File: config.mk
export PLATFORM = sky130hd
export DESIGN_NAME = msc_ctrl
export DESIGN_NICKNAME = d
export VERILOG_FILES = /design/src/msc_pkg.sv /design/src/msc_settle_timer.sv /design/src/msc_ctrl.sv
export SDC_FILE = /design/constraint.sdc
export NUM_CORES = 1
export LEC_CHECK = 0
export ABC_AREA = 1
export BUFFER_PORTS_ARGS = -buffer_cell sky130_fd_sc_hd__buf_4
export CAP_MARGIN = 0
export CORE_MARGIN = 1.5
export CORE_UTILIZATION = 28
export CTS_BUF_LIST = sky130_fd_sc_hd__clkbuf_2 sky130_fd_sc_hd__clkbuf_4 sky130_fd_sc_hd__clkbuf_8
export DETAILED_ROUTE_END_ITERATION = 12
export SLEW_MARGIN = 30
export SYNTH_ARGS = -nofsm -noshare
export SYNTH_HDL_FRONTEND = slang
export SYNTH_SLANG_ARGS = --single-unit
File: constraint.sdc
create_clock -name i_clk_sys -period 3.8 [get_ports i_clk_sys]
set_clock_uncertainty 0.2 [all_clocks]
set_input_delay 0.76 -clock i_clk_sys [delete_from_list [all_inputs] [get_ports i_clk_sys]]
set_output_delay 0.76 -clock i_clk_sys [all_outputs]
set_load 0.01 [all_outputs]
File: src/msc_pkg.sv
// package for the mode select and system control block
// assumes a single 40 MHz system clock; one state is one clock
package msc_pkg;

    // register indices; byte address is four times the index
    localparam logic [15:0] MSC_IDX_MODE_STATUS = 16'hfff1;
    localparam logic [15:0] MSC_IDX_SYS_CTRL = 16'hfff2;
    localparam int unsigned MSC_ADDR_W = 18;

    // system control layout and reset value
    localparam logic [7:0] MSC_SYS_CTRL_RESET = 8'h0b;
    localparam int unsigned MSC_BIT_SLEEP_SELECT = 7;
    localparam int unsigned MSC_BIT_SETTLE_HI = 6;
    localparam int unsigned MSC_BIT_SETTLE_LO = 4;
    localparam int unsigned MSC_BIT_USER_ENABLE = 3;
    localparam int unsigned MSC_BIT_NMI_EDGE = 2;
    localparam int unsigned MSC_BIT_RESERVED_ONE = 1;
    localparam int unsigned MSC_BIT_RAM_ENABLE = 0;

    // mode status fixed bits: 7..6 read one, 5..3 read zero
    localparam logic [4:0] MSC_STATUS_FIXED = 5'h18;

    // settling waits in states (clock cycles)
    localparam int unsigned MSC_SETTLE_0 = 8192;
    localparam int unsigned MSC_SETTLE_1 = 16384;
    localparam int unsigned MSC_SETTLE_2 = 32768;
    localparam int unsigned MSC_SETTLE_3 = 65536;
    localparam int unsigned MSC_SETTLE_4 = 131072;
    localparam int unsigned MSC_CNT_W = 18;

    // strap capture waits for the synchroniser to fill
    localparam logic [1:0] MSC_STRAP_DELAY = 2'h2;

    typedef enum logic [2:0] {
        MSC_MODE_NONE = 3'h0,
        MSC_MODE_1 = 3'h1,
        MSC_MODE_2 = 3'h2,
        MSC_MODE_3 = 3'h3,
        MSC_MODE_4 = 3'h4
    } msc_mode_t;

    // gray along run -> standby -> settle and run <-> sleep; settle -> run flips both bits
    typedef enum logic [1:0] {
        MSC_PWR_RUN = 2'h0,
        MSC_PWR_STANDBY = 2'h1,
        MSC_PWR_SETTLE = 2'h3,
        MSC_PWR_SLEEP = 2'h2
    } msc_pwr_t;

    typedef struct packed {
        logic valid;
        logic addr_space_16m;
        logic initial_bus_16bit;
        msc_mode_t mode;
    } msc_mode_info_t;

    typedef struct packed {
        logic sleep_select;
        logic [2:0] settling_time_field;
        logic user_bit_enable;
        logic nonmaskable_edge_select;
        logic ram_enable;
    } msc_sys_ctrl_t;

endpackage

File: src/msc_settle_timer.sv
// down counter that times the oscillator settling wait
// assumes the load value is nonzero and start is a one-cycle pulse
`timescale 1ns/1ps
module msc_settle_timer
    import msc_pkg::*;
(
    // clock and reset
    input wire logic i_clk_sys,
    input wire logic i_reset_n,
    // control
    input wire logic i_start,
    input wire logic [MSC_CNT_W-1:0] i_load,
    // status
    output logic o_busy,
    output logic o_done
);

    logic [MSC_CNT_W-1:0] count;

    always_ff @(posedge i_clk_sys or negedge i_reset_n) begin
        if (!i_reset_n) begin
            count <= '0;
        end else if (i_start) begin
            count <= i_load;
        end else if (count != '0) begin
            count <= count - 1'b1;
        end
    end

    // done marks the last cycle of the wait so the caller leaves on time
    always_comb begin
        o_busy = (count != '0);
        o_done = (count == {{(MSC_CNT_W-1){1'b0}}, 1'b1});
    end

endmodule

File: src/msc_ctrl.sv
// mode select decoding and system control register bank
// assumes avalon-mm master on i_clk_sys, straps fixed in operation
// Contract
// - decode pins into modes one to four
// - bus eight bits only when all areas are
// - ram enable picks on-chip ram or external
// - mode status bits 7 and 6 read one
// - mode status bits 5 to 3 read zero
// - low status bits mirror pins at read
// - sleep select picks sleep or standby
// - sleep select kept after standby exit
// - settling field selects wait length
// - hold off for selected states after exit
// - user enable clear makes user bit a mask
// - edge select picks nmi falling or rising
// - control bit 1 reads one, not writable
// - ram enable loaded only at reset or by a write
// - control reset 0x0b, fixed register indices
// - exception entry sets mask bits
`timescale 1ns/1ps
module msc_ctrl
    import msc_pkg::*;
#(
    parameter int unsigned P_SETTLE_0 = MSC_SETTLE_0,
    parameter int unsigned P_SETTLE_1 = MSC_SETTLE_1,
    parameter int unsigned P_SETTLE_2 = MSC_SETTLE_2,
    parameter int unsigned P_SETTLE_3 = MSC_SETTLE_3,
    parameter int unsigned P_SETTLE_4 = MSC_SETTLE_4
) (
    // clock and reset
    input wire logic i_clk_sys,
    input wire logic i_reset_n,
    // avalon-mm slave
    input wire logic [MSC_ADDR_W-1:0] i_avs_address,
    input wire logic i_avs_read,
    input wire logic i_avs_write,
    input wire logic [31:0] i_avs_writedata,
    input wire logic [3:0] i_avs_byteenable,
    output logic [31:0] o_avs_readdata,
    output logic o_avs_waitrequest,
    // mode strap pins
    input wire logic i_mode_pin_2,
    input wire logic i_mode_pin_1,
    input wire logic i_mode_pin_0,
    // bus and memory context
    input wire logic [7:0] i_area_8bit,
    input wire logic i_ram_region_hit,
    // cpu events
    input wire logic i_sleep_instr,
    input wire logic i_wake_event,
    input wire logic i_ext_irq,
    input wire logic i_exception_entry,
    input wire logic i_nmi_pin,
    // mode outputs
    output msc_mode_info_t o_mode_info,
    output logic o_bus_16bit,
    output logic o_ram_select,
    output logic o_external_select,
    // power state outputs
    output logic o_sleep_mode,
    output logic o_soft_standby,
    output logic o_hold_off,
    output logic o_settle_code_illegal,
    // cpu control outputs
    output logic o_user_bit_is_mask,
    output logic o_set_int_mask,
    output logic o_set_user_bit,
    output logic o_nmi_request
);

    localparam logic [MSC_ADDR_W-1:0] ADDR_STATUS =
        {MSC_IDX_MODE_STATUS, 2'b00};
    localparam logic [MSC_ADDR_W-1:0] ADDR_SYS_CTRL =
        {MSC_IDX_SYS_CTRL, 2'b00};

    msc_sys_ctrl_t sys_ctrl;
    msc_pwr_t pwr_state;
    msc_pwr_t next_pwr_state;

    logic [2:0] pin_meta;
    logic [2:0] pin_sync;
    logic [1:0] strap_wait;
    logic strap_taken;
    logic nmi_meta;
    logic nmi_sync;
    logic nmi_prev;

    logic req;
    logic take;
    logic ack;
    logic hit_status;
    logic hit_sys_ctrl;
    logic ctrl_write;
    logic [7:0] sys_ctrl_byte;
    logic [7:0] status_byte;

    logic settle_start;
    logic settle_done;
    logic [MSC_CNT_W-1:0] settle_load;

    // mode pins and nmi come from outside: two flops before use
    always_ff @(posedge i_clk_sys or negedge i_reset_n) begin
        if (!i_reset_n) begin
            pin_meta <= 3'h0;
            pin_sync <= 3'h0;
        end else begin
            pin_meta <= {i_mode_pin_2, i_mode_pin_1, i_mode_pin_0};
            pin_sync <= pin_meta;
        end
    end

    always_ff @(posedge i_clk_sys or negedge i_reset_n) begin
        if (!i_reset_n) begin
            // idle level is high: a low reset value would fake an edge at release
            nmi_meta <= 1'b1;
            nmi_sync <= 1'b1;
            nmi_prev <= 1'b1;
        end else begin
            nmi_meta <= i_nmi_pin;
            nmi_sync <= nmi_meta;
            nmi_prev <= nmi_sync;
        end
    end

    // bus handshake: one wait cycle, answer on the following edge
    always_comb begin
        req = i_avs_read | i_avs_write;
        take = req & o_avs_waitrequest;
        ack = req & ~o_avs_waitrequest;
        hit_status = (i_avs_address == ADDR_STATUS);
        hit_sys_ctrl = (i_avs_address == ADDR_SYS_CTRL);
        // writes to the status word fall through here untouched
        ctrl_write = ack & i_avs_write & hit_sys_ctrl & i_avs_byteenable[0];
    end

    always_ff @(posedge i_clk_sys or negedge i_reset_n) begin
        if (!i_reset_n) begin
            o_avs_waitrequest <= 1'b1;
        end else begin
            o_avs_waitrequest <= ~take;
        end
    end

    // pins are sampled at the read itself, not at reset
    always_comb begin
        status_byte = {MSC_STATUS_FIXED, pin_sync};
        sys_ctrl_byte = {sys_ctrl.sleep_select,
                         sys_ctrl.settling_time_field,
                         sys_ctrl.user_bit_enable,
                         sys_ctrl.nonmaskable_edge_select,
                         1'b1,
                         sys_ctrl.ram_enable};
    end

    // unmapped reads answer zero; unmapped writes are dropped
    always_ff @(posedge i_clk_sys or negedge i_reset_n) begin
        if (!i_reset_n) begin
            o_avs_readdata <= 32'h0000_0000;
        end else if (take & i_avs_read) begin
            if (hit_status) begin
                o_avs_readdata <= {24'h00_0000, status_byte};
            end else if (hit_sys_ctrl) begin
                o_avs_readdata <= {24'h00_0000, sys_ctrl_byte};
            end else begin
                o_avs_readdata <= 32'h0000_0000;
            end
        end
    end

    // standby exit leaves sleep select alone; only a write or reset clears it.
    // ram enable lives here too: one driver, and standby never reloads it
    always_ff @(posedge i_clk_sys or negedge i_reset_n) begin
        if (!i_reset_n) begin
            sys_ctrl.ram_enable <= MSC_SYS_CTRL_RESET[MSC_BIT_RAM_ENABLE];
            sys_ctrl.sleep_select <= MSC_SYS_CTRL_RESET[MSC_BIT_SLEEP_SELECT];
            sys_ctrl.settling_time_field <=
                MSC_SYS_CTRL_RESET[MSC_BIT_SETTLE_HI:MSC_BIT_SETTLE_LO];
            sys_ctrl.user_bit_enable <= MSC_SYS_CTRL_RESET[MSC_BIT_USER_ENABLE];
            sys_ctrl.nonmaskable_edge_select <= MSC_SYS_CTRL_RESET[MSC_BIT_NMI_EDGE];
        end else if (ctrl_write) begin
            sys_ctrl.sleep_select <= i_avs_writedata[MSC_BIT_SLEEP_SELECT];
            sys_ctrl.settling_time_field <=
                i_avs_writedata[MSC_BIT_SETTLE_HI:MSC_BIT_SETTLE_LO];
            sys_ctrl.user_bit_enable <= i_avs_writedata[MSC_BIT_USER_ENABLE];
            sys_ctrl.nonmaskable_edge_select <= i_avs_writedata[MSC_BIT_NMI_EDGE];
            sys_ctrl.ram_enable <= i_avs_writedata[MSC_BIT_RAM_ENABLE];
        end
    end

    // straps are caught once the synchroniser holds post-reset levels;
    // the board keeps them fixed, so later changes are not followed
    always_ff @(posedge i_clk_sys or negedge i_reset_n) begin
        if (!i_reset_n) begin
            strap_wait <= 2'h0;
            strap_taken <= 1'b0;
        end else if (!strap_taken) begin
            if (strap_wait == MSC_STRAP_DELAY) begin
                strap_taken <= 1'b1;
            end else begin
                strap_wait <= strap_wait + 2'h1;
            end
        end
    end

    // invalid codes give an invalid mode with no address space
    always_ff @(posedge i_clk_sys or negedge i_reset_n) begin
        if (!i_reset_n) begin
            o_mode_info <= '0;
        end else if (!strap_taken && strap_wait == MSC_STRAP_DELAY) begin
            unique case (pin_sync)
                3'h1: o_mode_info <= '{1'b1, 1'b0, 1'b0, MSC_MODE_1};
                3'h2: o_mode_info <= '{1'b1, 1'b0, 1'b1, MSC_MODE_2};
                3'h3: o_mode_info <= '{1'b1, 1'b1, 1'b0, MSC_MODE_3};
                3'h4: o_mode_info <= '{1'b1, 1'b1, 1'b1, MSC_MODE_4};
                default: o_mode_info <= '{1'b0, 1'b0, 1'b0, MSC_MODE_NONE};
            endcase
        end
    end

    // width follows the per-area configuration in every mode
    always_ff @(posedge i_clk_sys or negedge i_reset_n) begin
        if (!i_reset_n) begin
            o_bus_16bit <= 1'b0;
        end else begin
            o_bus_16bit <= ~(&i_area_8bit);
        end
    end

    always_ff @(posedge i_clk_sys or negedge i_reset_n) begin
        if (!i_reset_n) begin
            o_ram_select <= 1'b0;
            o_external_select <= 1'b0;
        end else begin
            o_ram_select <= i_ram_region_hit & sys_ctrl.ram_enable;
            o_external_select <= i_ram_region_hit & ~sys_ctrl.ram_enable;
        end
    end

    // 10x codes share the longest wait; 11x is flagged and also
    // given the longest wait so a bad setting never shortens it
    always_comb begin
        unique case (sys_ctrl.settling_time_field)
            3'h0: settle_load = MSC_CNT_W'(P_SETTLE_0);
            3'h1: settle_load = MSC_CNT_W'(P_SETTLE_1);
            3'h2: settle_load = MSC_CNT_W'(P_SETTLE_2);
            3'h3: settle_load = MSC_CNT_W'(P_SETTLE_3);
            default: settle_load = MSC_CNT_W'(P_SETTLE_4);
        endcase
    end

    always_ff @(posedge i_clk_sys or negedge i_reset_n) begin
        if (!i_reset_n) begin
            o_settle_code_illegal <= 1'b0;
        end else begin
            o_settle_code_illegal <= &sys_ctrl.settling_time_field[2:1];
        end
    end

    always_comb begin
        settle_start = (pwr_state == MSC_PWR_STANDBY) & i_ext_irq;
    end

    msc_settle_timer u_settle (
        .i_clk_sys(i_clk_sys),
        .i_reset_n(i_reset_n),
        .i_start(settle_start),
        .i_load(settle_load),
        .o_busy(),
        .o_done(settle_done)
    );

    always_comb begin
        next_pwr_state = pwr_state;
        unique case (pwr_state)
            MSC_PWR_RUN: begin
                if (i_sleep_instr) begin
                    if (sys_ctrl.sleep_select) begin
                        next_pwr_state = MSC_PWR_STANDBY;
                    end else begin
                        next_pwr_state = MSC_PWR_SLEEP;
                    end
                end
            end
            MSC_PWR_STANDBY: begin
                if (i_ext_irq) begin
                    next_pwr_state = MSC_PWR_SETTLE;
                end
            end
            MSC_PWR_SETTLE: begin
                if (settle_done) begin
                    next_pwr_state = MSC_PWR_RUN;
                end
            end
            MSC_PWR_SLEEP: begin
                if (i_wake_event) begin
                    next_pwr_state = MSC_PWR_RUN;
                end
            end
        endcase
    end

    always_ff @(posedge i_clk_sys or negedge i_reset_n) begin
        if (!i_reset_n) begin
            pwr_state <= MSC_PWR_RUN;
        end else begin
            pwr_state <= next_pwr_state;
        end
    end

    // outputs registered from the next state so they track the state
    always_ff @(posedge i_clk_sys or negedge i_reset_n) begin
        if (!i_reset_n) begin
            o_sleep_mode <= 1'b0;
            o_soft_standby <= 1'b0;
            o_hold_off <= 1'b0;
        end else begin
            o_sleep_mode <= (next_pwr_state == MSC_PWR_SLEEP);
            o_soft_standby <= (next_pwr_state == MSC_PWR_STANDBY);
            o_hold_off <= (next_pwr_state == MSC_PWR_SETTLE);
        end
    end

    always_ff @(posedge i_clk_sys or negedge i_reset_n) begin
        if (!i_reset_n) begin
            o_user_bit_is_mask <= 1'b0;
            o_set_int_mask <= 1'b0;
            o_set_user_bit <= 1'b0;
        end else begin
            o_user_bit_is_mask <= ~sys_ctrl.user_bit_enable;
            o_set_int_mask <= i_exception_entry;
            o_set_user_bit <= i_exception_entry & ~sys_ctrl.user_bit_enable;
        end
    end

    // edge detect reads only the second and third flops
    always_ff @(posedge i_clk_sys or negedge i_reset_n) begin
        if (!i_reset_n) begin
            o_nmi_request <= 1'b0;
        end else if (sys_ctrl.nonmaskable_edge_select) begin
            o_nmi_request <= nmi_sync & ~nmi_prev;
        end else begin
            o_nmi_request <= ~nmi_sync & nmi_prev;
        end
    end

endmodule

# ---- Word-level counts from Yosys, hierarchy flattened
# Cells that the tools add are included.
dict set report classes {
  n_addsub 2
  mul 0
  div 0
  n_lt_le_gt_ge 0
  eq_ne 17
  shift 0
  muxes 15
  bitwise_logic 22
  reduce_logical 9
}
# op n
set op_table {}
lappend op_table {{one-hot mux 18 bit (4 select lines)} 1}
lappend op_table {{equality test 18 bit, second input constant} 2}
lappend op_table {{2-to-1 mux 18 bit} 2}
lappend op_table {{one-hot mux 6 bit (4 select lines)} 1}
lappend op_table {{equality test 18 x 1 -> 1 bit, second input constant} 1}
lappend op_table {{nonzero test 18 bit} 1}
lappend op_table {{subtractor 18 x 1 -> 18 bit, second input constant} 1}
lappend op_table {{2-to-1 mux 8 bit} 2}
lappend op_table {{bitwise AND 1 bit} 12}
lappend op_table {{equality test 3 x 2 -> 1 bit, second input constant} 4}
lappend op_table {{equality test 2 bit, second input constant} 5}
lappend op_table {{2-to-1 mux 2 bit} 5}
lappend op_table {{inverter 1 bit} 9}
lappend op_table {{one-hot mux 2 bit (4 select lines)} 1}
lappend op_table {{AND reduction 8 bit} 1}
lappend op_table {{equality test 3 x 1 -> 1 bit, second input constant} 2}
lappend op_table {{equality test 2 x 1 -> 1 bit, second input constant} 2}
lappend op_table {{AND reduction 2 bit} 2}
lappend op_table {{equality test 3 bit, second input constant} 1}
lappend op_table {{logical NOT 3 bit} 1}
lappend op_table {{2-to-1 mux 1 bit} 3}
lappend op_table {{adder 2 x 1 -> 2 bit, second input constant} 1}
lappend op_table {{logical NOT 2 bit} 1}
lappend op_table {{nonzero test 2 bit} 1}
lappend op_table {{other kinds (3)} 3}
dict set report totals {
  register_bits 89
  latchBits 0
  ramBits 0
  mem_bits_ro 0
  out_inout_bits 50
  elab_cells 96
  n_memories 0
}

# ---- Logic depth before layout (Yosys ltp)
dict set report logic_depth {
  word_depth 5
  ltp_mapped 11
  ltp_nobuf 10
}

# ---- Hierarchy
# Synthesis repeated with hierarchy kept, for this count alone.
dict set report unflattened {
  hier_cells 409
  hier_area_um2 3388.2
}
# module instances cells_per_inst area_each_um2 seq_area_each_um2
set modules_own_cells {}
lappend modules_own_cells {msc_ctrl 1 251 2188.3 1183.6}
lappend modules_own_cells {msc_settle_timer 1 158 1199.9 450.4}

# ---- Worst setup path after synthesis
# Ideal clock, no wire load.
dict set report synth_timing {
  path_kind {input -> register}
  startpoint {input i_avs_address[15]}
  endpoint {register o_avs_readdata[3]}
  setup_time_ns 0.083
  arrival_ns 1.544
  required_ns 3.517
  path_slack_ns 1.973
  stages 7
  cell_sequence {nand4_1 > nor2_2 > nand2_1 > inv_1 > buf_4 > nand2_1 > o21ai_0}
}
dict set report synth_between {
  elab_chain_len 3
  elab_cells_between_ends 4
  classes_between {eq/ne (2); mux (2)}
}
# item line_no
set synth_rtl {}
lappend synth_rtl {{start, declared} msc_ctrl.sv:34} ;# input wire logic [MSC_ADDR_W-1:0] i_avs_address,
lappend synth_rtl {{equality test 18 bit} msc_ctrl.sv:131} ;# hit_sys_ctrl = (i_avs_address == ADDR_SYS_CTRL);
lappend synth_rtl {{2-to-1 mux 8 bit} msc_ctrl.sv:162} ;# end else if (hit_sys_ctrl) begin
lappend synth_rtl {{2-to-1 mux 8 bit *} msc_ctrl.sv:160} ;# if (hit_status) begin
lappend synth_rtl {{end signal, assigned} msc_ctrl.sv:161} ;# o_avs_readdata <= {24'h00_0000, status_byte};
lappend synth_rtl {{end signal, assigned} msc_ctrl.sv:163} ;# o_avs_readdata <= {24'h00_0000, sys_ctrl_byte};
lappend synth_rtl {{end, declared} msc_ctrl.sv:39} ;# output logic [31:0] o_avs_readdata,
# Mark *: on every way between the ends. The rest lies on a longest branch, timed or not.
# A chain may end at the register's enable or synchronous reset.

# ---- Worst setup path in the final report
dict set report layout_timing {
  startpoint {register u_settle.count[0]}
  endpoint {register u_settle.count[0]}
}
dict set report layout_between {
  elab_chain_len 3
  elab_cells_between_ends 5
  classes_between {add/sub (1); mux (2); reduce/logical (2)}
}
# item line_no
set layout_rtl {}
lappend layout_rtl {{start, declared} msc_settle_timer.sv:18} ;# logic [MSC_CNT_W-1:0] count;
lappend layout_rtl {{start signal, assigned} msc_settle_timer.sv:24} ;# count <= i_load;
lappend layout_rtl {{start signal, assigned} msc_settle_timer.sv:26} ;# count <= count - 1'b1;
lappend layout_rtl {{subtractor 18 x 1 -> 18 bit} msc_settle_timer.sv:26}
lappend layout_rtl {{2-to-1 mux 18 bit} msc_settle_timer.sv:25} ;# end else if (count != '0) begin
lappend layout_rtl {{2-to-1 mux 18 bit} msc_settle_timer.sv:23} ;# end else if (i_start) begin
# Several ways; a longest one is shown, not always the timed one. The select of a mux whose other input is x is not followed.

==> results.ini <==
[floorplan]
die_x_microns = 110
die_area_sq_um = 12000
die_y_microns = 110
rows = 38
start_util_pct = 29.0
core_area_sq_um = 11000
ios = 125

[layout]
fin_cells = 601
nets = 534
num_antenna_cells = 0
fillers = 1156
register_area_sq_um = 1630
final_area_sq_um = 3960
multiInputGateArea_sq_um = 1270
drive_above_1_share_pct = 24.7
area_growth_pct = 24.4

[pwr]
p_sw_share_pct = 37.0
p_clk_share_pct = 24.9
pwr-share-seq_pct = 43.2
peakVddDrop_uv = 263
p_leak_nw = 2.09
switchingPower_w = 0.000809
power_density_nw_per_um2 = 552
p_int_w = 0.00138
combPwrFrac_pct = 31.9

[placed_design]
hpwl_microns = 4920
dpl_cell_area_sq_um = 3780
gp_congestion = 0.803
portBuffers = 72
dpl_worst_slack_ps = 1460
placed_cells = 585

[yosys]
syn_inst = 378
synth_top_area_share_pct = 46.4
synth_async_sr_flop_share_pct = 100
synth.largest_area_cell = dfrtp_1
synth_seq_cells = 65
synth_ff_type = dfrtp_1
ys_seq_area_share_pct = 51.3
synth_warnings = 0
synth_area_sq_um = 3180
synth.area.top_cells = dfrtp_1, nand2_1, buf_4
syn-mean-instance-area_sq_um = 8.42
synth_edf_count = 0
synth_cell_types = 29

[grt]
grt_max_degree = 66
grt_pass1_wl_microns = 11600
grt_pass1_vias = 2678
overflow = 0
grt_use_total_pct = 12.4
antenna_found_initial = 0

[timing]
max_slew_margin_pct = 46.8
hold_viol = 0
layout_setup_ws_ps = 1770
tightestPinTransition_ps = 798
setup_tns_ps = 0
setup_viol = 0
finalMaxSlewViolations = 0
finalCriticalPeriod_ps = 2030
rsz0062_at_grt = no
finalCritPeriodShare_pct = 53.3
fmax_mhz = 494

[clock_tree]
clock_latency_ps = 340
clockRootBuffer = clkbuf_8
postCtsSetupRepairBufs = 0
tritoncts = built
cts_buffer_depth = 2
cts_num_sinks = 65
cts_inserted_buffers = 9
hold_buffers = 0
cts_resized = 0
clkSlewWorstSetupHoldPaths_ps = 80
htree_num_levels = 3

[detailed_routing]
ant_nets = 0
firstDrtPassIters = 4
drc = 0
vias = 2586
vias_per_cell = 4.30
drt_first_iter_violations = 91
wire_per_inst_microns = 10.9
wirelength_microns = 6530

[setup_path]
worstPathRequired_ps = 3870
critPathCaptureType = flop
path_class = reg2reg
max_stage_delay_ps = 440
path_buf_inv = 1
critPathLaunchType = flop
critical_path.top_delay_family = simple AND/OR/NAND/NOR gates
cp_cell_sequence = inv_1 > ha_1 > nand2_2 > nor2_4 > nand4_4 > nor2_4 > nand2_1 > o21ai_0
path_max_fanout = 14
cpMostUsedCell = nor2_4
crit_arrival_ps = 2090
cpMaxStageDelayCell = dfrtp_1

[min_path]
hp-class = reg2reg

[flow_run]
cap_violations = 0

[outcome]
status = complete, no violations

routing by layer:
metal	wire, microns	global-route usage (%)	up-vias
met4	97	4.17	0
met3	469	4.33	10
met1	2740	14.4	1186
li1	-	-	1311
met2	3230	21.0	79
met5	0	0	-
per-stage QoR:
stage          power (W)  utilization, %  hold slack, ps
2_1_floorplan    0.00147               -             131
3_3_place_gp     0.00163            34.4             131
6_report         0.00219            36.0             150
5_1_grt          0.00237            36.0             156
3_5_place_dp     0.00165            34.4             135
4_1_cts          0.00221            36.0             150
power by group through the flow:
| stage | clock network, W | registers, W | logic, W |
|---|---|---|---|
| 2_1_floorplan | 0 | 0.000939 | 0.000530 |
| 3_3_place_gp | 0 | 0.000952 | 0.000683 |
| 3_5_place_dp | 0 | 0.000957 | 0.000697 |
| 4_1_cts | 0.000564 | 0.000944 | 0.000702 |
| 5_1_grt | 0.000591 | 0.000964 | 0.000819 |
| 6_report | 0.000545 | 0.000944 | 0.000696 |
cell usage in the layout, fill, tap and decap left out:
cell      count
a21o_1        1
a21oi_1      10
a21oi_2       2
a31oi_1       1
and3b_1       1
buf_4        72
clkbuf_4      2
clkbuf_8     11
clkinv_2      3
conb_1       24
dfrtp_1      59
dfstp_2       6
ha_1          3
inv_1        43
nand2_1      99
nand2_2       1
nand3_1      28
nand3_2       1
nand4_1      19
nand4_4       1
nor2_1       40
nor2_2        3
nor2_4        5
nor3_1        6
o21a_1        2
o21ai_0       7
o21ai_1       1
or2_2         7
xor2_1        3
Yosys cell counts (2+ instances only):
master and n:
a21oi_2 2, dfrtp_1 59, nor2_1 40, nand2_1 99, nand4_1 19, ha_1 3
dfstp_2 6, nor3_1 6, nand3_1 28, or2_2 7, a21oi_1 10, o21ai_0 7
buf_4 25, nor2_4 5, inv_1 43, o21a_1 2, xor2_1 3, nor2_2 3
final timing paths:
check | from | endpoint | slack (ps) | cells after the start
setup / recovery | u_settle.count[0] | u_settle.count[0] | 1770 | 8
hold / removal | pin_meta[2] | pin_sync[2] | 150 | 0
setup reg to reg | u_settle.count[0] | u_settle.count[0] | 1770 | 8
hold reg to reg | pin_meta[2] | pin_sync[2] | 150 | 0
max in group asynchronous | i_reset_n | o_bus_16bit | 2570 | 1
min in group asynchronous | i_reset_n | pin_meta[2] | 300 | 1
flip-flops by register name, summed over array words and instances, names as in the netlist, 2 cells and up:
register	count
u_settle.count	18
pwr_state	2
strap_wait	2
pin_sync	3
o_avs_readdata	8
pin_meta	3
sys_ctrl	7
o_mode_info	6
cells by family after synthesis:
| family | share of synthesized area [%] |
|---|---|
| adders and majority gates | 1.18 |
| AOI/OAI and AO/OA | 4.28 |
| xor gates and xnor gates | 0.826 |
| buffers and inverters | 11.6 |
| and+or+nand+nor | 30.7 |
| DFF | 51.3 |
| other | 0.118 |
cell type report:
type                            instances  area share [%]
Clock buffer                           13            4.20
Clock inverter                          3           0.379
Inverter                               43            4.08
Multi-Input combinational cell        265            32.0
Sequential cell                        65            41.3
Tap cell                              140            4.42
Timing Repair Buffer                   72            13.7
Note: power is estimated with default switching activity, not from simulation.
